[config.mk]
export PLATFORM = sky130hd
export DESIGN_NAME = swr_supervisor
export DESIGN_NICKNAME = d
export VERILOG_FILES = /design/src/design/swr_pkg.sv /design/src/design/swr_debounce.sv /design/src/design/swr_supervisor.sv
export VERILOG_INCLUDE_DIRS = /design/src /design/src/design
export SDC_FILE = /design/constraint.sdc
export NUM_CORES = 1
export LEC_CHECK = 0
export BUFFER_PORTS_ARGS = -buffer_cell sky130_fd_sc_hd__buf_2
export CAP_MARGIN = 10
export CORE_MARGIN = 3
export CORE_UTILIZATION = 67
export DETAILED_ROUTE_END_ITERATION = 12
export PLACE_DENSITY = 0.88
export SYNTH_ARGS = -nofsm -noshare
export SYNTH_HDL_FRONTEND = slang
export SYNTH_HIERARCHICAL = 1
export SYNTH_SLANG_ARGS = --single-unit
[constraint.sdc]
create_clock -name clk -period 5.2 [get_ports clk]
set_input_delay 1.04 -clock clk [delete_from_list [all_inputs] [get_ports clk]]
set_output_delay 1.04 -clock clk [all_outputs]
set_load 0.03 [all_outputs]
[src/design/swr_cfg.svh]
`ifndef SWR_CFG_SVH
`define SWR_CFG_SVH

// clock rate in MHz
`define SWR_CLK_MHZ      100
// microseconds per millisecond
`define SWR_US_PER_MS    1000
// least reset pulse width in msec
`define SWR_RST_MS       500
// nominal watchdog time-out in msec
`define SWR_WDT_MS       700
// push-button debounce settle time in msec
`define SWR_DEB_MS       10
// counter width, enough for the longest count
`define SWR_CNT_W        27
// stale pin-low samples left in the synchroniser after our own release
`define SWR_SYNC_DEPTH   2

`endif

[src/design/swr_pkg.sv]
`default_nettype none

package swr_pkg;

	// supervisor operating states
	typedef enum logic [1:0] {
		SWR_ST_SUPPLY = 2'h0, // supply low or settling after recovery
		SWR_ST_PULSE  = 2'h1, // timed reset pulse (watchdog or push-button)
		SWR_ST_WATCH  = 2'h2  // pin released, watchdog running
	} swr_state_t;

endpackage : swr_pkg

`default_nettype wire

[src/design/swr_debounce.sv]
`timescale 1ns/1ns
`default_nettype none
`include "swr_cfg.svh"

module swr_debounce import swr_pkg::*; #(
	parameter int CNT_W   = `SWR_CNT_W,
	parameter int DEB_CYC = `SWR_DEB_MS * `SWR_US_PER_MS * `SWR_CLK_MHZ
) (
	// clock and reset
	input  wire logic clk,
	input  wire logic srst,
	// already synchronised level in, settled level out
	input  wire logic level_in,
	output logic      level_r
);

	localparam logic [CNT_W-1:0] DEB_LAST = CNT_W'(DEB_CYC - 1);

	logic [CNT_W-1:0] settle_r; // cycles the input has differed from level_r

	generate
		if (DEB_CYC < 1 || DEB_CYC > 2 ** CNT_W) begin : g_chk
			$error("swr_debounce: DEB_CYC does not fit CNT_W");
		end
	endgenerate

	// settle counter: any bounce back to the held level restarts it
	always_ff @(posedge clk) begin
		if (srst) begin
			settle_r <= '0;
		end else if (level_in == level_r || settle_r == DEB_LAST) begin
			settle_r <= '0;
		end else begin
			settle_r <= settle_r + 1'h1;
		end
	end

	// held level flips only after a full quiet interval
	always_ff @(posedge clk) begin
		if (srst) begin
			level_r <= 1'h0;
		end else if (level_in != level_r && settle_r == DEB_LAST) begin
			level_r <= level_in;
		end
	end

endmodule // swr_debounce
`default_nettype wire

[src/design/swr_supervisor.sv]
`timescale 1ns/1ns
`default_nettype none
`include "swr_cfg.svh"

module swr_supervisor import swr_pkg::*; #(
	parameter int CNT_W   = `SWR_CNT_W,
	parameter int RST_CYC = `SWR_RST_MS * `SWR_US_PER_MS * `SWR_CLK_MHZ,
	parameter int WDT_CYC = `SWR_WDT_MS * `SWR_US_PER_MS * `SWR_CLK_MHZ,
	parameter int DEB_CYC = `SWR_DEB_MS * `SWR_US_PER_MS * `SWR_CLK_MHZ
) (
	// clock and reset
	input  wire logic clk,
	input  wire logic srst,
	// supply comparator, high while supply is in tolerance
	input  wire logic supply_ok_in,
	// pin sensing: below processor reset level, and strobe-level drop
	input  wire logic reset_strobe_pin_low_in,
	input  wire logic reset_strobe_pin_strobe_in,
	// open-drain pin drive
	output logic      reset_strobe_pin_out,
	output logic      reset_strobe_pin_oe
);

	localparam logic [CNT_W-1:0] RST_LAST = CNT_W'(RST_CYC - 1);
	localparam logic [CNT_W-1:0] WDT_LAST = CNT_W'(WDT_CYC - 1);

	// timer counts must fit the counters
	localparam bit CYC_BAD = RST_CYC < 1 || RST_CYC > 2 ** CNT_W ||
		WDT_CYC < 1 || WDT_CYC > 2 ** CNT_W;
	// the debounce must outlast the stale pin-low samples after our own
	// release, else we would see our own pulse as a press, and must settle
	// back inside one pulse, else a held button never re-arms
	localparam bit DEB_BAD = DEB_CYC <= `SWR_SYNC_DEPTH || DEB_CYC >= RST_CYC;

	generate
		if (CYC_BAD || DEB_BAD) begin : g_chk
			$error("swr_supervisor: counts do not suit the timers");
		end
	endgenerate

	logic [1:0]       supply_sync_r;  // supply level synchroniser
	logic [1:0]       low_sync_r;     // pin-low synchroniser
	logic [1:0]       strobe_sync_r;  // strobe synchroniser
	logic             strobe_q_r;     // last strobe level for edge detect
	logic             pushbutton_reset_input_db; // debounced external low
	logic             button_q_r;     // last debounced level
	logic             drive_r;        // registered pin pull-down
	logic [CNT_W-1:0] pulse_cnt_r;    // time spent in a reset pulse
	logic [CNT_W-1:0] wdt_r;          // watchdog time since last strobe
	swr_state_t       state_r;        // current state
	swr_state_t       state_nxt;      // next state

	wire logic supply_ok  = supply_sync_r[1];
	// strobe counts on its rising edge, only while we are not driving
	wire logic strobe_evt = strobe_sync_r[1] & ~strobe_q_r & ~drive_r;
	// a new debounced press; our own pull-down is masked out of the input
	wire logic ext_req    = pushbutton_reset_input_db & ~button_q_r;
	wire logic pulse_done = pulse_cnt_r == RST_LAST;
	wire logic wdt_expire = wdt_r == WDT_LAST;

	// two-flop synchronisers, nothing reads the first stage
	always_ff @(posedge clk) begin
		if (srst) begin
			supply_sync_r <= 2'h0;
			low_sync_r    <= 2'h0;
			strobe_sync_r <= 2'h0;
		end else begin
			supply_sync_r <= {supply_sync_r[0], supply_ok_in};
			low_sync_r    <= {low_sync_r[0], reset_strobe_pin_low_in};
			strobe_sync_r <= {strobe_sync_r[0], reset_strobe_pin_strobe_in};
		end
	end

	// edge history for strobe and button
	always_ff @(posedge clk) begin
		if (srst) begin
			strobe_q_r <= 1'h0;
			button_q_r <= 1'h0;
		end else begin
			strobe_q_r <= strobe_sync_r[1];
			button_q_r <= pushbutton_reset_input_db;
		end
	end

	// contact bounce filter; a held button re-arms a pulse after ours ends
	swr_debounce #(
		.CNT_W   (CNT_W),
		.DEB_CYC (DEB_CYC)
	) u_deb (
		.clk      (clk),
		.srst     (srst),
		.level_in (low_sync_r[1] & ~drive_r),
		.level_r  (pushbutton_reset_input_db)
	);

	// next-state decode; supply loss overrides everything
	always_comb begin
		state_nxt = state_r;
		if (!supply_ok) begin
			state_nxt = SWR_ST_SUPPLY;
		end else begin
			case (state_r)
				SWR_ST_SUPPLY: begin
					if (pulse_done) begin
						state_nxt = SWR_ST_WATCH;
					end
				end
				SWR_ST_PULSE: begin
					if (pulse_done) begin
						state_nxt = SWR_ST_WATCH;
					end
				end
				SWR_ST_WATCH: begin
					if (ext_req) begin
						state_nxt = SWR_ST_PULSE;
					end else if (wdt_expire && !strobe_evt) begin
						state_nxt = SWR_ST_PULSE;
					end
				end
				default: begin
					state_nxt = SWR_ST_SUPPLY;
				end
			endcase
		end
	end

	// state register; reset lands in the supply hold so the pin starts low
	always_ff @(posedge clk) begin
		if (srst) begin
			state_r <= SWR_ST_SUPPLY;
		end else begin
			state_r <= state_nxt;
		end
	end

	// pin drive from a flop, low whenever not watching
	always_ff @(posedge clk) begin
		if (srst) begin
			drive_r <= 1'h1;
		end else begin
			drive_r <= state_nxt != SWR_ST_WATCH;
		end
	end

	// pulse timer: held at zero while supply is low, so the hold
	// only starts once supply is back
	always_ff @(posedge clk) begin
		if (srst || !supply_ok || state_r == SWR_ST_WATCH) begin
			pulse_cnt_r <= '0;
		end else if (!pulse_done) begin
			pulse_cnt_r <= pulse_cnt_r + 1'h1;
		end
	end

	// watchdog timer: cleared by strobes and outside the watch state
	always_ff @(posedge clk) begin
		if (srst || state_r != SWR_ST_WATCH || strobe_evt || wdt_expire) begin
			wdt_r <= '0;
		end else begin
			wdt_r <= wdt_r + 1'h1;
		end
	end

	// open drain: only ever drive a low level
	assign reset_strobe_pin_out = 1'h0;
	assign reset_strobe_pin_oe  = drive_r;
endmodule // swr_supervisor
`default_nettype wire

==> results.md, run 1 <==
* Status: finished clean
* Initial drt markers at 250
* Drt first pass iters at 4
* Row cnt at 28
* Syn nets at 488
* Cell variety after synth at 51
* Worst VDD drop at around 210 µV
* Post-layout minimum cycle time at between 2 and 2.5 ns
* Post-DR vias/cell at 5.97
* Max Cap Viol at 0
* Critical path type: flop to flop
* CTS tree: yes
* GPL Wtd Cong at about 0.8
* Cell Chain, Critical Path: ha_1 > nand4_1 > nand4bb_1 > nor3_2 > or2_1 > nor2_1
* Die area at 7300 µm²
* FF+latch count, synth at 93
* Fill cells at 428
* Synthesized area at around 4200 µm²
* Clock latency at the later pin of the worst-skew pair at 0.35 ns
* Worst Hold Class: flop to flop
* Post-synth EDFFs at 0
* HPWL reported at the end of detailed placement at 5410 µm
* Clk sinks at 93
* Setup TNS at 0 ns
* Fmax at 0.419 GHz
* Layout cells sized above 1 at 0.0745
* Most common cell after layout, fill and taps aside: dfxtp_1
* Max transition margin at 0.393
* Pin count of the biggest net entering global routing at 27
* Vias in the first global route at 3237
* Final hold vios at 0
* Main flop type after synthesis: dfxtp_1
* Post-place setup slack at 2.82 ns
* Avg Cell Area, Syn at 8.81 µm²
* Synth area leaders: dfxtp_1 44%, xnor2_1 7.9%, nor2_1 6.5%
* Final nets at between 400 and 500
* Family with the most delay on the worst path: simple AND/OR/NAND/NOR gates
* Post-CTS Resized at 0
* WL final at about 8000 µm
* Post-route ant nets at 0
* Root Driver: clkbuf_8
* CP max-delay cell: or2_1
* FFs w/ async S/R, synth at 0
* Sequential share of the synthesized area at 0.440
* P per Cell Area at ~270 nW/µm²
* Starting Density at 0.702
* Bufs on Longest Clock Path at 2
* Post-CTS Setup Bufs at 0
* RSZ-0062 raised after global routing: false
* Largest area contributor in the netlist: dfxtp_1
* First-pass GRT wire length at 14400 µm
* WL per Instance at 14.1 µm
* Total GRT Usage at 0.241
* Synthesis-to-layout area growth at 5.24%
* Diodes inserted at 0
* Ys Warns at 6
* Core ar. at around 6000 µm²
* Clock Pin Slew Worst Setup and Hold Paths at approximately 0.080 ns
* IO Port Bufs at 5
* Remaining Overflow, GRT at 0
* LEAKAGE at around 1.3 nW
* Most frequent cells in the layout: 93 x dfxtp_1, 73 x nor2_1, 38 x xnor2_1
* Worst setup EP type: flop
* Slew at the pin closest to its max-slew limit at 0.905 ns
* DRC at 0
* Synth top area share at 0.440
* Num CTS Buffers at 9
* Bufs and invs on worst path at 0
* Setup violations, final at 0
* Setup slack after layout at 2.82 ns
* Cell count after synthesis at 480
* Vias post-DR at around 3300
* Worst EP required at 5.40 ns
* Design Power at 1.19 mW
* Pins Over Slew Limit at 0
* Vert. Die Dim at 85.4 µm
* Initial antenna violation count at 0
* Total number of H-tree levels at 3
* IO Count at 7
* Type of origin of the critical path: flop
* Clk_skew at 0.0103 ns
* DP Cell Count at 545
* Fin cells at 558
* Max stage delay on crit path at 0.70 ns
* Tcrit/Tclk final at 0.459
* Die width at approximately 85 µm
* WP data arrival at 2.58 ns
* CP Max Fanout at 26
* Post-CTS Hold Buffers at 0
==> cells in the mapped netlist, types with 2 or more instances <==
| cell type | instances |
|---|---|
| dfxtp_1 | 93 |
| nor2_1 | 73 |
| xnor2_1 | 38 |
| nand3_1 | 29 |
| nand2_1 | 25 |
| a21oi_1 | 20 |
| nor3_1 | 18 |
| xor2_1 | 18 |
| and3_1 | 15 |
| nand4_1 | 14 |
| nor2b_1 | 13 |
| o21ai_0 | 13 |
| inv_1 | 10 |
| o31ai_1 | 9 |
| nor4_1 | 8 |
| or3_1 | 8 |
| or4_1 | 8 |
| and4_1 | 7 |
| buf_2 | 6 |
| nand2b_1 | 6 |
| buf_4 | 4 |
| clkbuf_1 | 4 |
| a31oi_1 | 3 |
| ha_1 | 3 |
| and2_1 | 2 |
| nand3_2 | 2 |
| nand4bb_1 | 2 |
| nor3_2 | 2 |
| nor4b_1 | 2 |
| nor4b_2 | 2 |
| or3_2 | 2 |
| or4_4 | 2 |
==> logic make-up (layout without fill, tap and decap cells) <==
kind of cell	count (synthesis)	in the layout	share of synthesized area
other	1	1	0.000887
multiplexers	1	1	0.00237
XOR/XNOR	56	56	0.116
adder cells (fa/ha/maj)	3	3	0.00888
flip-flops	93	93	0.440
AND/OR/NAND/NOR	250	250	0.331
buffers and inverters	26	29	0.0305
AO/OA/AOI/OAI	50	50	0.0698
==> where the power goes <==
group	internal [mW]	total [mW]	switching, mW
clock	0.240	0.466	0.226
sequential	0.714	0.715	0.000857
combinational	0.00325	0.00832	0.00507
total	0.957	1.19	0.232
==> final timing paths <==
path,start,end,slack [ns],cells past startpoint
worst max-delay path,wdt_r[0]$_SDFF_PP0_,wdt_r[20]$_SDFF_PP0_,2.82,6
worst min-delay path,strobe_sync_r[0]$_SDFF_PP0_,strobe_sync_r[1]$_SDFF_PP0_,0.44,1
worst max register to register,wdt_r[0]$_SDFF_PP0_,wdt_r[20]$_SDFF_PP0_,2.82,6
worst min register to register,strobe_sync_r[0]$_SDFF_PP0_,strobe_sync_r[1]$_SDFF_PP0_,0.44,1
==> final cells by class <==
type / instances / area (µm²) / area share
inverter: 10 / 37.5 / 0.00844
multi-input combinational: 361 / 2240 / 0.503
clock buffer: 11 / 151 / 0.0340
tap: 75 / 93.8 / 0.0211
sequential: 93 / 1860 / 0.418
timing repair buffer: 6 / 32.5 / 0.00731
clock inverter: 2 / 35.0 / 0.00787
==> metrics by stage <==
stage,utilization,hold WS (ns),instance area [µm²]
after floorplan,-,0.414,4230
after global placement,0.707,0.417,4260
after detailed placement,0.707,0.428,4260
after CTS,0.738,0.450,4450
after global routing,0.738,0.469,4450
final,0.738,0.444,4450
==> metal layers <==
layer	track usage	vias to the layer above	wire length (µm)
met2	0.404	45	3860
met5	0	-	0
met4	0.0993	0	145
met3	0.0340	17	185
li1	-	1690	-
met1	0.311	1578	3700
==> state kept, by name, summed over array words and instances (netlist names) <==
name                 count
button_q_r               1
low_sync_r               2
pulse_cnt_r             27
reset_strobe_pin_oe      1
state_r                  2
strobe_q_r               1
strobe_sync_r            2
supply_sync_r            2
u_deb/level_r            1
u_deb/settle_r          27
wdt_r                   27
==> worst reg2reg max path, stage by stage, from the launching register on <==
cell	delay [ns]
dfxtp_1	0.40
ha_1	0.27
nand4_1	0.19
nand4bb_1	0.26
nor3_2	0.29
or2_1	0.70
nor2_1	0.13
(Power assumes the default switching activity.)
==> run 2, diff against run 1 <==
- ABC_AREA: unset -> 1
- CORE_UTILIZATION: 67 -> 63
- PLACE_DENSITY: 0.88 -> 0.84
- clock period: 5.2 -> 2.4 ns (I/O delays scaled with it)
==> results.md, run 2 <==
* Status: finished clean
* Critical path type: flop to flop
* Post-DP Area at 5090 µm² (+19%)
* Worst VDD drop at 436 µV (+100%)
* FF+latch count, synth at 93 (unchanged)
* Design area at 5290 µm² (+19%)
* Total number of H-tree levels at 3 (unchanged)
* Clk_skew at 0.00720 ns (-0.00310 ns)
* RSZ-0062 raised after global routing: false
* Regs by FF count: pulse_cnt_r: 27 flops, u_deb/settle_r: 27 flops, wdt_r: 27 flops
* Core ar. at 7490 µm² (+24%)
* WL per Instance at 12.7 µm (-10%)
* Post-DR vias/cell at 5.43 (-9.1%)
* Family with the most delay on the worst path: simple AND/OR/NAND/NOR gates
* Clock latency at the later pin of the worst-skew pair at 0.36 ns (about the same)
* Pins Over Slew Limit at 0 (unchanged)
* Die area at 9040 µm² (+24%)
* Bufs and invs on worst path at 1 (+1)
* FFs w/ async S/R, synth at 0 (unchanged)
* Design Power at 2.63 mW (+120%)
* Max stage delay on crit path at 0.43 ns (-0.27 ns)
* Vias post-DR at 4645 (+39%)
* Post-CTS Setup Bufs at 0 (unchanged)
* WL final at 10900 µm (+38%)
* Synth Area in Adders at 0.00751 (-0.00137)
* IO Port Bufs at 5 (unchanged)
* Worst setup EP type: flop
* Synth Area in Compound Gates at 0.0681 (-0.00174)
* Post-layout minimum cycle time at 1.85 ns (-0.535 ns)
* Type of origin of the critical path: flop
* Post-place setup slack at 0.542 ns (-2.28 ns)
* Synthesis-to-layout area growth at 5.78%
* Most frequent cells in the layout: 177 x nand2_1, 139 x nor2_1, 93 x dfxtp_1
* Initial antenna violation count at 0 (unchanged)
* Cell Chain, Critical Path: ha_1 > nand2_1 > inv_2 > nand2_2 > nor2_1 > nand2_1 > nand3_2 > a21oi_1 > o21a_1
* Post-CTS Resized at 0 (unchanged)
* Layout cells sized above 1 at 0.110 (+0.0351)
* Main flop type after synthesis: dfxtp_1
* LEAKAGE at 1.66 nW (+24%)
* Post-CTS Hold Buffers at 0 (unchanged)
* DRC at 0 (unchanged)
* CP max-delay cell: nand3_2
* CP Max Fanout at 27 (+3.8%)
* Cell variety after synth at 44 (-14%)
* Fmax at 0.540 GHz (+29%)
* Post-synthesis xor/xnor area fraction at 0.0333 (-0.0827)
* Mux cell area share after synthesis at 0 (-0.00237)
* Clk sinks at 93 (unchanged)
* Synth top cells by count: 177 x nand2_1, 139 x nor2_1, 93 x dfxtp_1
* Post-route ant nets at 0 (unchanged)
* P per Cell Area at 498 nW/µm² (+87%)
* Final nets at 761 (+56%)
* Final hold vios at 0 (unchanged)
* Cell count after synthesis at 745 (+55%)
* Max transition margin at 0.630 (+0.237)
* Most used cell, CP: nand2_1
* Setup TNS at 0 ns (unchanged)
* Largest area contributor in the netlist: dfxtp_1
* Die width at 95.1 µm (+11%)
* Synthesized area at 5000 µm² (+18%)
* Synth area leaders: dfxtp_1 37%, nand2_1 13%, nor2_1 10%
* Most common cell in the netlist: nand2_1
* Avg Cell Area, Syn at 6.71 µm² (-24%)
* HPWL reported at the end of detailed placement at 8260 µm (+53%)
* Worst EP required at 2.71 ns (-2.69 ns)
* First-pass GRT wire length at 18700 µm (+29%)
* Synth top area share at 0.373 (-0.0678)
* Clock Pin Slew Worst Setup and Hold Paths at 0.09 ns (about the same)
* Row cnt at 31 (+11%)
* Pin count of the biggest net entering global routing at 28 (+3.7%)
* Ys Warns at 6 (unchanged)
* Vert. Die Dim at 95.1 µm (+11%)
* Remaining Overflow, GRT at 0 (unchanged)
* GPL Wtd Cong at 0.989 (+21%)
* Bufs on Longest Clock Path at 2 (unchanged)
* Initial drt markers at 281 (+12%)
* Most common cell after layout, fill and taps aside: nand2_1
* Syn nets at 753 (+54%)
* WP data arrival at 2.16 ns (-0.42 ns)
* Worst Hold Class: primary input to flop
* Post-synth EDFFs at 0 (unchanged)
* Num CTS Buffers at 9 (unchanged)
* Slew at the pin closest to its max-slew limit at 0.554 ns (-0.351 ns)
* Setup slack after layout at 0.550 ns (-2.27 ns)
* Tcrit/Tclk final at 0.771 (+0.312)
* Synth Area in Simple Gates at 0.435 (+0.103)
* Root Driver: clkbuf_8
* CTS tree: yes
* Starting Density at 0.668 (-0.0341)
* Drt first pass iters at 6 (+2)
* Vias in the first global route at 4186 (+29%)
* Main combinational cell family by area after synthesis: simple AND/OR/NAND/NOR gates
* Diodes inserted at 0 (unchanged)
* Sequential share of the synthesized area at 0.373 (-0.0678)
* Total GRT Usage at 0.260 (+0.0193)
* Setup violations, final at 0 (unchanged)
* Max Cap Viol at 0 (unchanged)
* IO Count at 7 (unchanged)
run 2: area by class of cell:
cell class / count / area [µm²]
clock buffer: 9 / 124
inverter: 94 / 353
multi-input combinational: 549 / 2720
tap: 99 / 124
sequential: 93 / 1860
clock inverter: 6 / 71.3
fill: 646 / 2200
timing repair buffer: 6 / 32.5
run 2: routing by layer:
metal | wire length (µm) | vias to the layer above | share of wire | GRT usage
met3 | 761 | 23 | 0.070 | 0.0497
met1 | 5070 | 2098 | 0.47 | 0.361
met5 | 0 | - | 0 | 0
met2 | 4870 | 147 | 0.45 | 0.405
li1 | - | 2377 | - | -
met4 | 193 | 0 | 0.018 | 0.0889
run 2: metrics by stage:
step	utilization	instances	hold slack [ns]
final	0.706	856	0.326
after global routing	0.706	856	0.325
after CTS	0.706	856	0.324
after detailed placement	0.680	841	0.397
after global placement	0.680	841	0.393
after floorplan	-	745	0.388
run 2: cells by family (layout without fill, tap and decap cells):
| kind of cell | after synthesis | count (layout) |
|---|---|---|
| AND/OR/NAND/NOR | 464 | 464 |
| flip-flops | 93 | 93 |
| other | 1 | 1 |
| buffers and inverters | 103 | 115 |
| XOR/XNOR | 19 | 19 |
| AO/OA/AOI/OAI | 62 | 62 |
| adder cells (fa/ha/maj) | 3 | 3 |
run 2: final timing paths:
kind                            startpoint  slack [ns]                        to  cells past startpoint
setup / recovery       wdt_r[0]$_SDFF_PP0_        0.55      wdt_r[12]$_SDFF_PP0_                      9
hold / removal     reset_strobe_pin_low_in        0.33  low_sync_r[0]$_SDFF_PP0_                      3
setup reg to reg       wdt_r[0]$_SDFF_PP0_        0.55      wdt_r[12]$_SDFF_PP0_                      9
hold reg to reg   low_sync_r[0]$_SDFF_PP0_        0.41  low_sync_r[1]$_SDFF_PP0_                      2
run 2: power by group:
part,internal (mW),switching [mW],leakage [nW],total (mW)
Sequential,1.55,0.00264,0.750,1.55
Clock,0.489,0.573,0.0980,1.06
Combinational,0.00709,0.0156,0.808,0.0227
Total,2.04,0.591,1.66,2.63
run 2: tightest hold or removal path, stage by stage:
cell,delay (ns)
buf_2,0.08
inv_1,0.03
nor2_1,0.06
==> run 3, diff against run 2 <==
- clock period: 2.4 -> 1.87 ns (I/O delays scaled with it)
==> results.md, run 3 (same netlist as run 2, synthesis figures left out) <==
* Status: finished clean
* Bufs on Longest Clock Path at 2 (unchanged)
* Worst setup EP type: flop
* Post-layout minimum cycle time at 1.74 ns (-0.110 ns)
* Worst Hold Class: primary input to flop
* Starting Density at 0.668 (unchanged)
* Design area at 5410 µm² (+2.3%)
* Routing usage on met3 at 0.0355 (-0.0142)
* Clk sinks at 93 (unchanged)
* Total number of H-tree levels at 3 (unchanged)
* Core ar. at 7490 µm² (unchanged)
* WL final at 11100 µm (+1.6%)
* Final hold vios at 0 (unchanged)
* Max Cap Viol at 0 (unchanged)
* Row cnt at 31 (unchanged)
* Fmax at 0.575 GHz (+6.3%)
* Post-DR vias/cell at 5.55 (+2.3%)
* Min-delay src: reset_strobe_pin_strobe_in
* Critical path type: flop to flop
* Remaining Overflow, GRT at 0 (unchanged)
* Tcrit/Tclk final at 0.930 (+0.160)
* Part of the power in registers at 0.544 (-0.044)
* Clock latency at the later pin of the worst-skew pair at 0.36 ns (about the same)
* Vias in the first global route at 4399 (+5.1%)
* Num CTS Buffers at 9 (unchanged)
* Synthesis-to-layout area growth at 8.26%
* Post-CTS Hold Buffers at 0 (unchanged)
* Initial antenna violation count at 0 (unchanged)
* Grt met2 use at 0.421 (+0.0157)
* Logic pwr share at 0.009 (about the same)
* Post-route ant nets at 0 (unchanged)
* FF-to-FF path depth at 10 (+1)
* Hold path cells at 3 (unchanged)
* Regs by FF count: pulse_cnt_r: 27 flops, u_deb/settle_r: 27 flops, wdt_r: 27 flops
* Total GRT Usage at 0.255 (-0.00467)
* Most used cell, CP: nand2_2
* GPL Wtd Cong at 1.00 (+1.5%)
* P per Cell Area at 676 nW/µm² (+36%)
* Clock share of power at 0.448 (+0.045)
* Most common cell after layout, fill and taps aside: nand2_1
* Gr busiest metal: met2
* Max stage delay on crit path at 0.38 ns (-0.05 ns)
* Final nets at 769 (+1.1%)
* Hold Path End: strobe_sync_r[0]$_SDFF_PP0_
* Cell Chain, Critical Path: ha_1 > nand2_1 > inv_2 > nand2_2 > nor2_4 > nand2_2 > nor2_2 > nand3_1 > xor2_1 > nor2_1
* Root Driver: clkbuf_8
* Vias post-DR at 4800 (+3.3%)
* Die width at 95.1 µm (unchanged)
* Sw Share at 0.207 (-0.0175)
* Reg2reg end: wdt_r[18]$_SDFF_PP0_
* Vert. Die Dim at 95.1 µm (unchanged)
* Post-DP Area at 5140 µm² (+0.98%)
* Setup violations, final at 0 (unchanged)
* RSZ-0062 raised after global routing: false
* HPWL reported at the end of detailed placement at 8190 µm (-0.80%)
* CP max-delay cell: dfxtp_1
* Diodes inserted at 0 (unchanged)
* CP Max Fanout at 6 (-78%)
* RR Startpoint: wdt_r[0]$_SDFF_PP0_
* Drt first pass iters at 5 (-1)
* IO Port Bufs at 5 (unchanged)
* CTS tree: yes
* Pin count of the biggest net entering global routing at 28 (unchanged)
* Register-to-Register Setup Slack at 0.13 ns (-0.42 ns)
* WP data arrival at 2.02 ns (-0.14 ns)
* Internal at 2.90 mW (+42%)
* Worst EP required at 2.15 ns (-0.56 ns)
* Worst VDD drop at 626 µV (+43%)
* IO Count at 7 (unchanged)
* First-pass GRT wire length at 18700 µm (+0.33%)
* Type of origin of the critical path: flop
* Setup TNS at 0 ns (unchanged)
* Clock Pin Slew Worst Setup and Hold Paths at 0.10 ns (about the same)
* Most frequent cells in the layout: 177 x nand2_1, 139 x nor2_1, 92 x dfxtp_1
* Die area at 9040 µm² (unchanged)
* M1 GR Usage at 0.337 (-0.0238)
* Initial drt markers at 392 (+40%)
* Psw at 757 µW (+28%)
* Layout cells sized above 1 at 0.120 (+0.0105)
* Pins Over Slew Limit at 0 (unchanged)
* Clk_skew at 0.0154 ns (+0.00819 ns)
* LEAKAGE at 1.72 nW (+4.1%)
* WL per Instance at 12.8 µm (+0.55%)
* DRC at 0 (unchanged)
==> run 3: changes by cell type in the layout (fill, tap and decap cells not counted), sizes merged <==
cell | before | now
buf | 6 | 14
bufinv | 1 | 3
clkbuf | 9 | 10
clkinv | 3 | 2
inv | 95 | 94
==> run 3: layout make-up <==
type / count / area (µm²)
multi-input combinational: 549 / 2720
fill: 606 / 2080
sequential: 93 / 1860
inverter: 94 / 353
clock buffer: 10 / 128
tap: 99 / 124
clock inverter: 6 / 118
timing repair buffer: 14 / 105
==> run 3: power groups by stage <==
| stage | registers [mW] | clock network [mW] | logic (mW) |
|---|---|---|---|
| final | 1.99 | 1.64 | 0.0325 |
| after CTS | 1.99 | 1.65 | 0.0322 |
| after global placement | 2.03 | 0 | 0.0310 |
| after floorplan | 2.03 | 0 | 0.0227 |
| after detailed placement | 2.03 | 0 | 0.0322 |
| after global routing | 1.99 | 1.74 | 0.0362 |
==> run 3: what timing repair did <==
action                     in CTS  in global routing
resized for setup               0                  1
setup endpoints to repair       0                  3
buffers inserted                0                  3
hold endpoints to repair        0                  0
==> run 3: worst max path at each step <==
stage	start	cells after the start	end	slack, ns
final	wdt_r[0]$_SDFF_PP0_	10	wdt_r[18]$_SDFF_PP0_	0.13
after detailed placement	pulse_cnt_r[1]$_SDFFE_PP0N_	10	reset_strobe_pin_oe$_SDFF_PP1_	0.19
after global routing	wdt_r[0]$_SDFF_PP0_	11	wdt_r[16]$_SDFF_PP0_	0.003
after global placement	pulse_cnt_r[1]$_SDFFE_PP0N_	10	reset_strobe_pin_oe$_SDFF_PP1_	0.25
after floorplan	wdt_r[0]$_SDFF_PP0_	11	wdt_r[16]$_SDFF_PP0_	0.39
after CTS	wdt_r[0]$_SDFF_PP0_	10	wdt_r[18]$_SDFF_PP0_	0.17
==> run 3: critical path, delay by kind of cell (launching register included) <==
kind	cells	cell delay [ns]
adders and majority gates	1	0.18
and+or+nand+nor	7	0.89
xor gates and xnor gates	1	0.16
buffers and inverters	1	0.06
DFF	1	0.38
==> run 3: metrics by stage <==
step	std cells	hold WS, ns	total power, mW	setup slack, ns	utilization
2_1_floorplan	745	0.388	2.06	0.389	-
3_3_place_gp	846	0.392	2.07	0.249	0.687
3_5_place_dp	846	0.396	2.07	0.193	0.687
4_1_cts	862	0.210	3.67	0.172	0.720
5_1_grt	865	0.205	3.76	0.00265	0.723
6_report	865	0.218	3.66	0.130	0.723
==> run 3: layer usage <==
| layer | vias to the layer above | wire, µm |
|---|---|---|
| met5 | - | 0 |
| met4 | 0 | 240 |
| met3 | 23 | 889 |
| met2 | 239 | 5070 |
| met1 | 2144 | 4870 |
| li1 | 2394 | - |
